### config.mk
export PLATFORM = sky130hd
export DESIGN_NAME = motor_fault_config_regs
export DESIGN_NICKNAME = d
export VERILOG_FILES = /design/src/inc/motor_fault_cfg_pkg.sv /design/src/motor_fault_config_regs.sv
export SDC_FILE = /design/constraint.sdc
export NUM_CORES = 1
export LEC_CHECK = 0
export BUFFER_PORTS_ARGS = -buffer_cell sky130_fd_sc_hd__buf_4
export CAP_MARGIN = 5
export CORE_MARGIN = 4
export CORE_UTILIZATION = 55
export CTS_BUF_LIST = sky130_fd_sc_hd__clkbuf_4 sky130_fd_sc_hd__clkbuf_8
export CTS_CLUSTER_DIAMETER = 200
export CTS_CLUSTER_SIZE = 8
export DETAILED_ROUTE_END_ITERATION = 8
export PLACE_DENSITY = 0.76
export SETUP_SLACK_MARGIN = 0.05
export SLEW_MARGIN = 5
export SYNTH_ARGS = -nofsm -noshare
export SYNTH_HDL_FRONTEND = slang
export SYNTH_SLANG_ARGS = --single-unit
### constraint.sdc
create_clock -name clock -period 4.7 [get_ports clock]
set_clock_uncertainty 0.15 [all_clocks]
set_input_delay 0 -clock clock [delete_from_list [all_inputs] [get_ports clock]]
set_output_delay 0 -clock clock [all_outputs]
set_load 0.005 [all_outputs]
### src/inc/motor_fault_cfg_pkg.sv
package motor_fault_cfg_pkg;

  // ****************************************
  // register offsets and reset values
  // ****************************************
  localparam logic [7:0]  off_lock_reaction = 8'h92;
  localparam logic [7:0]  off_lock_supply   = 8'h94;
  localparam logic [7:0]  off_mon_source    = 8'hA4;
  localparam logic [7:0]  off_pin_sleep     = 8'hA6;
  localparam logic [7:0]  off_device        = 8'hA8;
  localparam logic [31:0] rst_lock_reaction = 32'h0000_0000;
  localparam logic [31:0] rst_lock_supply   = 32'h0000_0000;
  localparam logic [31:0] rst_mon_source    = 32'h0000_0000;
  localparam logic [31:0] rst_pin_sleep     = 32'h0000_0000;
  localparam logic [31:0] rst_device        = 32'h0000_0000;

  // ****************************************
  // timing
  // ****************************************
  localparam int clk_hz       = 20_000_000;
  localparam int us_per_s     = 1_000_000;
  localparam int cyc_per_us   = clk_hz / us_per_s;
  localparam int us_per_ms    = 1000;

  // ****************************************
  // register layouts
  // ****************************************
  typedef struct packed {
    logic       parity;
    logic       rsvd30;
    logic [2:0] no_motor_deglitch;
    logic [3:0] cycle_limit_mode;
    logic [3:0] lock_current_limit;
    logic [3:0] lock_current_mode;
    logic [3:0] lock_current_deglitch;
    logic [2:0] cycle_limit_retry;
    logic       rsvd7;
    logic [3:0] motor_lock_reaction;
    logic [2:0] lock_retry_time_sel;
  } lock_reaction_t;

  typedef struct packed {
    logic       parity;
    logic       abnormal_speed_detect_en;
    logic       sync_loss_detect_en;
    logic       missing_motor_detect_en;
    logic [3:0] overspeed_lock_threshold;
    logic [2:0] sync_loss_count;
    logic [2:0] missing_motor_current_thr;
    logic       overvoltage_recovery_mode;
    logic [2:0] supply_upper_limit;
    logic       undervoltage_recovery_mode;
    logic [2:0] supply_lower_limit;
    logic [2:0] auto_retry_count;
    logic [2:0] min_speed_sel;
    logic [1:0] speed_jump_ratio;
    logic [1:0] zero_command_duty_thr;
  } lock_supply_t;

  typedef struct packed {
    logic        parity;
    logic [11:0] monitor_a_var_addr;
    logic [11:0] monitor_b_var_addr;
    logic [1:0]  brake_source;
    logic [1:0]  direction_source;
    logic [1:0]  speed_command_source;
    logic        rsvd0;
  } mon_source_t;

  typedef struct packed {
    logic        parity;
    logic [1:0]  pin36_function_sel;
    logic        rsvd28;
    logic        pin37_38_function_sel;
    logic [6:0]  rsvd26;
    logic [1:0]  sleep_time_sel;
    logic [17:0] watchdog_bits;
  } pin_sleep_t;

  // ****************************************
  // modes and states
  // ****************************************
  typedef enum logic [2:0] {
    drive_normal  = 3'h0,
    drive_tristate = 3'h1,
    drive_recirc  = 3'h2,
    drive_hs_on   = 3'h3,
    drive_ls_on   = 3'h4
  } drive_t;

  typedef enum logic [2:0] {
    lk_run     = 3'b001,
    lk_latched = 3'b010,
    lk_retry   = 3'b100
  } lock_state_t;

  localparam logic [3:0] react_report = 4'h8;
  localparam logic [3:0] react_auto   = 4'h4;

  // detector events into the block
  typedef struct packed {
    logic abnormal_speed;
    logic sync_lost;
    logic missing_motor;
    logic low_speed;
  } lock_events_t;

endpackage

### src/motor_fault_config_regs.sv
// Notes on behaviour
// - reaction 0h-3h: lock latches, fault pin low, tristate/recirc/HS on/LS on.
// - reaction 4h-7h: same drive states, automatic recovery after retry interval.
// - reaction 8h reports only; 9h and above ignore lock detection.
// - retry time codes select 100 to 10000 ms.
// - bits 30, 29, 28 enable abnormal-speed, sync-loss, missing-motor detectors.
// - overspeed threshold is (n+1) times 250 Hz.
// - sync-loss lock trips after n+2 losses.
// - missing-motor threshold voltage 5 mV to 40 mV, divided by sense gain.
// - bit 17: overvoltage latches at zero, clears itself when one.
// - upper supply limit: none, then 20 to 60 V.
// - bit 13: undervoltage latches at zero, clears itself when one.
// - lower supply limit: none, then 6 to 15 V.
// - retry count: unlimited, then 2 to 20 attempts.
// - lock fault when speed below 0.5 to 25 Hz.
// - abnormal speed when speed ratio exceeds 2, 4, 6 or 8.
// - target speed zero below 1 to 2.5 percent duty.
// - two 12-bit monitor variable addresses at bits 30-19 and 18-7.
// - brake source: pin, forced on, forced off.
// - direction source: pin, or forced clockwise A-B-C.
// - speed command source: analog, pulse duty, serial, frequency.
// - pin 36 selects monitor B or phase sense; bit routes monitors to 37/38.
// - sleep only after speed input low for 50 us to 200 ms.
// - sense gain 0.15, 0.3, 0.6 or 1.2 V/A.
`timescale 1ns/1ps
`default_nettype none

module motor_fault_config_regs
  import motor_fault_cfg_pkg::*;
#(
  parameter int tick_cycles = cyc_per_us
)(
  input  wire logic         clock,
  input  wire logic         rstn,
  input  wire logic [7:0]   reg_addr,
  input  wire logic [31:0]  reg_wdata,
  input  wire logic         reg_write,
  input  wire logic         reg_read,
  output var  logic [31:0]  reg_rdata,
  input  wire lock_events_t lock_events,
  input  wire logic         clear_faults,
  input  wire logic         overvoltage_seen,
  input  wire logic         undervoltage_seen,
  input  wire logic [9:0]   duty_permille,
  input  wire logic         brake_pin,
  input  wire logic         direction_pin,
  input  wire logic         speed_input_low,
  input  wire logic [1:0]   sense_amp_gain,
  output var  logic         fault_indicator_pin_n,
  output var  drive_t       drive_override,
  output var  logic         lock_fault,
  output var  logic         lock_report,
  output var  logic         overvoltage_fault,
  output var  logic         undervoltage_fault,
  output var  logic [5:0]   upper_limit_volts,
  output var  logic [5:0]   lower_limit_volts,
  output var  logic [12:0]  overspeed_thr_hz,
  output var  logic [3:0]   speed_jump_limit,
  output var  logic [5:0]   min_speed_half_hz,
  output var  logic [15:0]  missing_motor_thr_uv,
  output var  logic [10:0]  sense_gain_mv_per_a,
  output var  logic         target_speed_zero,
  output var  logic         brake_active,
  output var  logic         direction_eff,
  output var  logic [1:0]   speed_command_source,
  output var  logic [11:0]  monitor_a_var_addr,
  output var  logic [11:0]  monitor_b_var_addr,
  output var  logic [1:0]   pin36_function_sel,
  output var  logic         pin37_38_function_sel,
  output var  logic         sleep_request
);

  // ****************************************
  // lookup functions
  // ****************************************
  function automatic logic [13:0] retry_ms(input logic [2:0] c);
    case (c)
      3'h0:    retry_ms = 14'd100;
      3'h1:    retry_ms = 14'd500;
      3'h2:    retry_ms = 14'd1000;
      3'h3:    retry_ms = 14'd2000;
      3'h4:    retry_ms = 14'd3000;
      3'h5:    retry_ms = 14'd5000;
      3'h6:    retry_ms = 14'd7500;
      default: retry_ms = 14'd10000;
    endcase
  endfunction

  function automatic logic [5:0] upper_v(input logic [2:0] c);
    case (c)
      3'h0:    upper_v = 6'd0;
      3'h1:    upper_v = 6'd20;
      3'h2:    upper_v = 6'd25;
      3'h3:    upper_v = 6'd30;
      3'h4:    upper_v = 6'd35;
      3'h5:    upper_v = 6'd40;
      3'h6:    upper_v = 6'd50;
      default: upper_v = 6'd60;
    endcase
  endfunction

  function automatic logic [5:0] lower_v(input logic [2:0] c);
    case (c)
      3'h0:    lower_v = 6'd0;
      3'h1:    lower_v = 6'd6;
      3'h2:    lower_v = 6'd7;
      3'h3:    lower_v = 6'd8;
      3'h4:    lower_v = 6'd9;
      3'h5:    lower_v = 6'd10;
      3'h6:    lower_v = 6'd12;
      default: lower_v = 6'd15;
    endcase
  endfunction

  function automatic logic [4:0] retry_cap(input logic [2:0] c);
    case (c)
      3'h0:    retry_cap = 5'd0;
      3'h1:    retry_cap = 5'd2;
      3'h2:    retry_cap = 5'd3;
      3'h3:    retry_cap = 5'd5;
      3'h4:    retry_cap = 5'd7;
      3'h5:    retry_cap = 5'd10;
      3'h6:    retry_cap = 5'd15;
      default: retry_cap = 5'd20;
    endcase
  endfunction

  function automatic logic [5:0] min_speed(input logic [2:0] c);
    case (c)
      3'h0:    min_speed = 6'd1;
      3'h1:    min_speed = 6'd2;
      3'h2:    min_speed = 6'd4;
      3'h3:    min_speed = 6'd6;
      3'h4:    min_speed = 6'd10;
      3'h5:    min_speed = 6'd20;
      3'h6:    min_speed = 6'd30;
      default: min_speed = 6'd50;
    endcase
  endfunction

  function automatic logic [15:0] no_motor_uv(input logic [2:0] c);
    case (c)
      3'h0:    no_motor_uv = 16'd5000;
      3'h1:    no_motor_uv = 16'd7500;
      3'h2:    no_motor_uv = 16'd10000;
      3'h3:    no_motor_uv = 16'd12500;
      3'h4:    no_motor_uv = 16'd20000;
      3'h5:    no_motor_uv = 16'd25000;
      3'h6:    no_motor_uv = 16'd30000;
      default: no_motor_uv = 16'd40000;
    endcase
  endfunction

  function automatic logic [17:0] sleep_us(input logic [1:0] c);
    case (c)
      2'h0:    sleep_us = 18'd50;
      2'h1:    sleep_us = 18'd200;
      2'h2:    sleep_us = 18'd20000;
      default: sleep_us = 18'd200000;
    endcase
  endfunction

  // ****************************************
  // state
  // ****************************************
  typedef struct packed {
    lock_reaction_t lock_reaction_settings;
    lock_supply_t   lock_and_supply_fault_settings;
    mon_source_t    monitor_and_input_source_select;
    pin_sleep_t     pin_function_and_sleep_select;
    logic [31:0]    device_settings;
    logic [31:0]    rdata;
    logic [4:0]     us_div;
    logic [9:0]     ms_div;
    logic [13:0]    retry_elapsed;
    logic [4:0]     retries;
    logic [3:0]     sync_losses;
    logic [17:0]    low_us;
    lock_state_t    lk;
    drive_t         drive;
    logic           report;
    logic           ov;
    logic           uv;
    logic           fault_n;
    logic [5:0]     up_v;
    logic [5:0]     lo_v;
    logic [12:0]    abn_hz;
    logic [3:0]     jump;
    logic [5:0]     min_spd;
    logic [15:0]    nm_uv;
    logic [10:0]    gain;
    logic           zero_cmd;
    logic           brake;
    logic           dir;
    logic           sleep;
  } state_t;

  state_t st;
  state_t next_st;

  // ****************************************
  // next state
  // ****************************************
  always_comb begin
    logic         us_tick;
    logic         ms_tick;
    logic         sync_trip;
    logic         lock_hit;
    logic [3:0]   react;
    logic [9:0]   zero_thr;
    lock_supply_t f2;
    mon_source_t  p1;
    next_st = st;
    f2 = st.lock_and_supply_fault_settings;
    p1 = st.monitor_and_input_source_select;
    react = st.lock_reaction_settings.motor_lock_reaction;
    next_st.report = 1'b0;

    // register writes, one word at a printed offset
    if (reg_write) begin
      case (reg_addr)
        off_lock_reaction: next_st.lock_reaction_settings = reg_wdata;
        off_lock_supply:   next_st.lock_and_supply_fault_settings = reg_wdata;
        off_mon_source:    next_st.monitor_and_input_source_select = reg_wdata;
        off_pin_sleep:     next_st.pin_function_and_sleep_select = reg_wdata;
        off_device:        next_st.device_settings = reg_wdata;
        default:           next_st.device_settings = st.device_settings;
      endcase
    end
    // register reads, unmapped reads give zero
    if (reg_read) begin
      case (reg_addr)
        off_lock_reaction: next_st.rdata = st.lock_reaction_settings;
        off_lock_supply:   next_st.rdata = st.lock_and_supply_fault_settings;
        off_mon_source:    next_st.rdata = st.monitor_and_input_source_select;
        off_pin_sleep:     next_st.rdata = st.pin_function_and_sleep_select;
        off_device:        next_st.rdata = st.device_settings;
        default:           next_st.rdata = 32'h0000_0000;
      endcase
    end

    // microsecond and millisecond enables
    us_tick = (st.us_div == 5'(tick_cycles - 1));
    next_st.us_div = us_tick ? 5'h00 : st.us_div + 5'h01;
    ms_tick = us_tick && (st.ms_div == 10'(us_per_ms - 1));
    if (us_tick) begin
      next_st.ms_div = ms_tick ? 10'h000 : st.ms_div + 10'h001;
    end

    // sync loss counting, trips at n+2 losses
    sync_trip = 1'b0;
    if (lock_events.sync_lost && f2.sync_loss_detect_en) begin
      if (st.sync_losses + 4'h1 >= {1'b0, f2.sync_loss_count} + 4'h2) begin
        sync_trip = 1'b1;
        next_st.sync_losses = 4'h0;
      end else begin
        next_st.sync_losses = st.sync_losses + 4'h1;
      end
    end

    // abnormal-speed, sync-loss and missing-motor detectors gated by their enables, low speed ungated
    lock_hit = (lock_events.abnormal_speed && f2.abnormal_speed_detect_en)
             || sync_trip
             || (lock_events.missing_motor && f2.missing_motor_detect_en)
             || lock_events.low_speed;

    // lock reaction sequence
    case (st.lk)
      lk_run: begin
        if (lock_hit && react < react_auto) begin
          next_st.lk = lk_latched;
          next_st.drive = drive_t'(react[2:0] + 3'h1);
        end else if (lock_hit && react < react_report) begin
          next_st.drive = drive_t'({1'b0, react[1:0]} + 3'h1);
          next_st.retry_elapsed = 14'h0000;
          if (retry_cap(f2.auto_retry_count) != 5'd0
              && st.retries >= retry_cap(f2.auto_retry_count)) begin
            next_st.lk = lk_latched;
          end else begin
            next_st.lk = lk_retry;
            next_st.retries = st.retries + 5'd1;
          end
        end else if (lock_hit && react == react_report) begin
          next_st.report = 1'b1;
        end
      end
      lk_retry: begin
        if (ms_tick) begin
          next_st.retry_elapsed = st.retry_elapsed + 14'h0001;
        end
        if (st.retry_elapsed >= retry_ms(st.lock_reaction_settings.lock_retry_time_sel))
        begin
          next_st.lk = lk_run;
          next_st.drive = drive_normal;
        end
      end
      lk_latched: begin
        // a new lock in the clearing cycle keeps the fault
        if (clear_faults && !lock_hit) begin
          next_st.lk = lk_run;
          next_st.drive = drive_normal;
          next_st.retries = 5'd0;
        end
      end
      default: begin
        next_st.lk = lk_run;
        next_st.drive = drive_normal;
      end
    endcase

    // supply window faults, set wins over clear
    if (overvoltage_seen) begin
      next_st.ov = 1'b1;
    end else if (f2.overvoltage_recovery_mode || clear_faults) begin
      next_st.ov = 1'b0;
    end
    if (undervoltage_seen) begin
      next_st.uv = 1'b1;
    end else if (f2.undervoltage_recovery_mode || clear_faults) begin
      next_st.uv = 1'b0;
    end
    next_st.fault_n = !(next_st.lk == lk_latched || next_st.ov || next_st.uv);

    // decoded settings
    next_st.up_v = upper_v(f2.supply_upper_limit);
    next_st.lo_v = lower_v(f2.supply_lower_limit);
    next_st.abn_hz = 13'({f2.overspeed_lock_threshold} + 5'd1) * 13'd250;
    next_st.jump = {f2.speed_jump_ratio, 1'b0} + 4'h2;
    next_st.min_spd = min_speed(f2.min_speed_sel);
    next_st.nm_uv = no_motor_uv(f2.missing_motor_current_thr);
    next_st.gain = 11'd150 << sense_amp_gain;

    // zero command below the duty threshold, in tenths of a percent
    zero_thr = 10'd10 + 10'd5 * 10'(f2.zero_command_duty_thr);
    next_st.zero_cmd = duty_permille < zero_thr;

    // brake and direction sources
    case (p1.brake_source)
      2'h1:    next_st.brake = 1'b1;
      2'h2:    next_st.brake = 1'b0;
      default: next_st.brake = brake_pin;
    endcase
    next_st.dir = (p1.direction_source == 2'h1) ? 1'b0 : direction_pin;

    // sleep entry after the input holds low long enough
    if (!speed_input_low) begin
      next_st.low_us = 18'h00000;
      next_st.sleep = 1'b0;
    end else if (st.low_us >= sleep_us(st.pin_function_and_sleep_select.sleep_time_sel))
    begin
      next_st.sleep = 1'b1;
    end else if (us_tick) begin
      next_st.low_us = st.low_us + 18'h00001;
    end
  end

  // ****************************************
  // registers
  // ****************************************
  always_ff @(posedge clock or negedge rstn) begin
    if (!rstn) begin
      st <= '0;
      st.lock_reaction_settings <= rst_lock_reaction;
      st.lock_and_supply_fault_settings <= rst_lock_supply;
      st.monitor_and_input_source_select <= rst_mon_source;
      st.pin_function_and_sleep_select <= rst_pin_sleep;
      st.device_settings <= rst_device;
      st.lk <= lk_run;
      st.drive <= drive_normal;
      st.fault_n <= 1'b1;
      st.jump <= 4'h2;
      st.min_spd <= 6'd1;
      st.nm_uv <= 16'd5000;
      st.gain <= 11'd150;
      st.abn_hz <= 13'd250;
    end else begin
      st <= next_st;
    end
  end

  // ****************************************
  // outputs
  // ****************************************
  assign reg_rdata             = st.rdata;
  assign fault_indicator_pin_n = st.fault_n;
  assign drive_override        = st.drive;
  assign lock_fault            = (st.lk == lk_latched);
  assign lock_report           = st.report;
  assign overvoltage_fault     = st.ov;
  assign undervoltage_fault    = st.uv;
  assign upper_limit_volts     = st.up_v;
  assign lower_limit_volts     = st.lo_v;
  assign overspeed_thr_hz      = st.abn_hz;
  assign speed_jump_limit      = st.jump;
  assign min_speed_half_hz     = st.min_spd;
  assign missing_motor_thr_uv  = st.nm_uv;
  assign sense_gain_mv_per_a   = st.gain;
  assign target_speed_zero     = st.zero_cmd;
  assign brake_active          = st.brake;
  assign direction_eff         = st.dir;
  // source and monitor fields drive straight from their stored bits
  assign speed_command_source  = st.monitor_and_input_source_select.speed_command_source;
  assign monitor_a_var_addr    = st.monitor_and_input_source_select.monitor_a_var_addr;
  assign monitor_b_var_addr    = st.monitor_and_input_source_select.monitor_b_var_addr;
  assign pin36_function_sel    = st.pin_function_and_sleep_select.pin36_function_sel;
  assign pin37_38_function_sel = st.pin_function_and_sleep_select.pin37_38_function_sel;
  assign sleep_request         = st.sleep;

endmodule

`default_nettype wire

==> reports/results.txt <==
Outcome: completed
Critical path launch point type: flop
Post-synth EDFFs: 0
Synth top area cells: dfrtp_1, mux2_2, ha_1
# clock sinks: 315
Synth cell types: 62
Die X: 178 microns
Final Hold Viols: 0
Total Power: 0.00606 W
Via count: 11100
TritonRoute pass-1 iters: 5
Worst slew margin: 0.226
Yosys warns: 0
Total grt overflow: 0
Final clock period utilization by the worst path: 0.900
Max Cap Viol: 0
CP Capture Type: flop
Total CTS buffers: 45
Ys flop type: dfrtp_1
Min-Delay Path Depth: 4
Worst Tran Pin Value: 1.16 ns
Fillers: 2136
Standard-cell rows: 61
Input/output buffers: 193
Nets: 1670
# IOs: 201
Htree depth: 2
RSZ-0062 raised after global routing: no
R2R setup slack: 0.47 ns
Die height: 178 microns
Largest net degree at the start of global routing: 127
Max Root-Sink Buffers: 3
DP HPWL: 23200 microns
Cell area after synthesis: 15900 sq um
Clock Latency Late Sink: 0.55 ns
Final Setup Violations: 0
Core area: 28200 sq um
CTS tree: built
Area leader, netlist: dfrtp_1
Setup_tns: 0 ns
WL final: 36400 microns
Share of the synthesized area in the top cell type: 0.466
Die area: 31700 sq um
Hold Path Class: input pin to flop
# diodes: 0
Crit-path max FO: 8
Post-route DRC: 0
WP data required: 5.02 ns
CTS root buffer: clkbuf_8
Layout cell share with drive strength beyond 1: 0.311
Crit path kind: flop to flop
Clk slew on worst S/H paths: 0.07 ns
Pwr Density: 332 nW/um^2
Post-synthesis async set-or-reset flop share: 1.00
Worst r2r path cells: 11
Max IR drop VDD: 282 uV
Sequential fraction of the synthesis area: 0.498
RD Place Congestion: 0.840
Post-synthesis register bit count: 315
P_leak: 8.79 nW
Maximum clock frequency: 0.236 GHz
Post-CTS sizing: 0
WL per Instance: 18.9 microns
Global Route Usage Sum: 0.230
Routed vias/inst: 5.73
Antenna Violating Nets Remaining: 0
Global-route wire length before repair: 58500 microns
Cells after synthesis: 1391
Syn Area/Cell: 11.4 sq um
Minimum clock period: 4.23 ns
Area growth, synth to finish: 15.0%
Antenna violations before repair: 0
Iter 0 DRT Violations: 618
Slew Viols, Final: 0
Effective utilization at floorplan: 0.564
Vias in the first global route: 11200
WP data arrival: 4.55 ns
-- placed cells by master (no fill, tap or decap), types with 6 or more instances in the layout --
master | synthesis | routed
a22oi_1 | 60 | 60
and3_1 | 8 | 8
inv_1 | 53 | 53
nand2_1 | 106 | 101
nor2b_1 | 6 | 6
nor3_1 | 11 | 10
o21ai_0 | 29 | 29
mux2i_1 | 7 | 7
a31oi_1 | 6 | 6
dfrtp_1 | 296 | 296
and2_1 | 9 | 9
xnor2_1 | 26 | 26
nand2b_1 | 12 | 12
nor2_1 | 69 | 67
a41oi_1 | 29 | 29
dfstp_2 | 19 | 19
buf_4 | 125 | 201
a21boi_0 | 16 | 16
nand4_1 | 9 | 9
dlygate4sd3_1 | 0 | 55
xor2_1 | 10 | 10
a211oi_1 | 9 | 9
o31ai_1 | 9 | 9
nand3_1 | 29 | 29
conb_1 | 1 | 7
o211ai_1 | 10 | 10
mux2_2 | 162 | 162
a21oi_1 | 18 | 18
fa_1 | 10 | 10
clkbuf_8 | 0 | 45
a21o_1 | 10 | 10
or3_1 | 10 | 10
nor4_1 | 6 | 6
or4_1 | 14 | 14
ha_1 | 79 | 79
clkbuf_4 | 0 | 34
-- worst max-delay path, stage by stage (launching register included) --
cell and delay (ns):
dfrtp_1 0.52, nand3_1 0.14, xnor2_1 0.54, fa_1 0.57
fa_1 0.52, inv_1 0.05, fa_1 0.45, ha_1 0.35
a21oi_1 0.24, o21ai_0 0.16, o41ai_1 0.32, xnor2_1 0.16
-- area by class of cell --
cell class / count / area [sq um] / area share
clock buffer: 79 / 875 / 0.0479
clock inverter: 4 / 33.8 / 0.00185
inverter: 53 / 199 / 0.0109
multi-input combinational: 841 / 6660 / 0.364
sequential: 315 / 7910 / 0.433
tap: 378 / 473 / 0.0259
timing repair buffer: 259 / 2120 / 0.116
-- where the power goes --
part / internal, W / total (W) / switching (W)
clock: 0.00117 / 0.00219 / 0.00102
sequential: 0.00291 / 0.00305 / 0.000139
combinational: 0.000419 / 0.000826 / 0.000407
-- repair_timing --
item / 4_1_cts / 5_1_grt
setup endpoints to repair: 0 / 0
hold endpoints to repair: 363 / 0
buffers inserted: 0 / 0
hold buffers: 56 / 0
-- per-layer routing --
layer / up-vias / global-route usage / wire, microns
met3: 50 / 0.0403 / 2300
met5: - / 0 / 0
li1: 5076 / - / -
met4: 0 / 0.0554 / 625
met1: 5609 / 0.316 / 16000
met2: 321 / 0.384 / 17400
-- path summary, 6_finish.rpt --
kind,from,endpoint
hold / removal,duty_permille[6],target_speed_zero
min in group asynchronous,rstn,sense_gain_mv_per_a[4]
setup reg to reg,st[284],overspeed_thr_hz[12]
max in group asynchronous,rstn,lower_limit_volts[1]
setup / recovery,st[284],overspeed_thr_hz[12]
hold reg to reg,st[127],st[127]
-- cells by family (layout without fill, tap and decap cells) --
group,count (synthesis),in the layout,synth area share
buffers and inverters,241,395,0.0868
AO/OA/AOI/OAI,228,228,0.104
adder cells (fa/ha/maj),89,89,0.0748
other,1,7,0.000236
AND/OR/NAND/NOR,312,312,0.0969
flip-flops,315,315,0.498
XOR/XNOR,36,36,0.0199
multiplexers,169,169,0.119
-- sequential cells by signal, summed over array words and instances, names as in the netlist, 2 cells and up --
register,cells
upper_limit_volts,6
missing_motor_thr_uv,13
reg_rdata,32
monitor_b_var_addr,12
speed_command_source,2
lower_limit_volts,4
speed_jump_limit,3
monitor_a_var_addr,12
drive_override,3
overspeed_thr_hz,12
st,190
min_speed_half_hz,6
sense_gain_mv_per_a,9
pin36_function_sel,2
-- stage by stage --
| stage | cell area (sq um) | utilization | instances | hold slack [ns] | setup slack [ns] |
|---|---|---|---|---|---|
| 6_report | 18300 | 0.649 | 1929 | 0.0951 | 0.468 |
| 5_1_grt | 18300 | 0.649 | 1929 | 0.0815 | 0.146 |
| 3_3_place_gp | 16800 | 0.596 | 1790 | -0.0841 | 0.540 |
| 2_1_floorplan | 15900 | - | 1397 | -0.446 | 0.777 |
| 3_5_place_dp | 16800 | 0.596 | 1790 | -0.0861 | 0.459 |
| 4_1_cts | 18300 | 0.649 | 1929 | 0.0600 | 0.444 |
-- cells in the mapped netlist, drive strengths merged (29+ instances only) --
library cell	count
nand3	29
dfrtp	296
buf	145
a41oi	29
clkbuf	43
ha	79
mux2	162
inv	53
o21ai	31
a22oi	60
nor2	69
nand2	106
(Power assumes the default switching activity.)
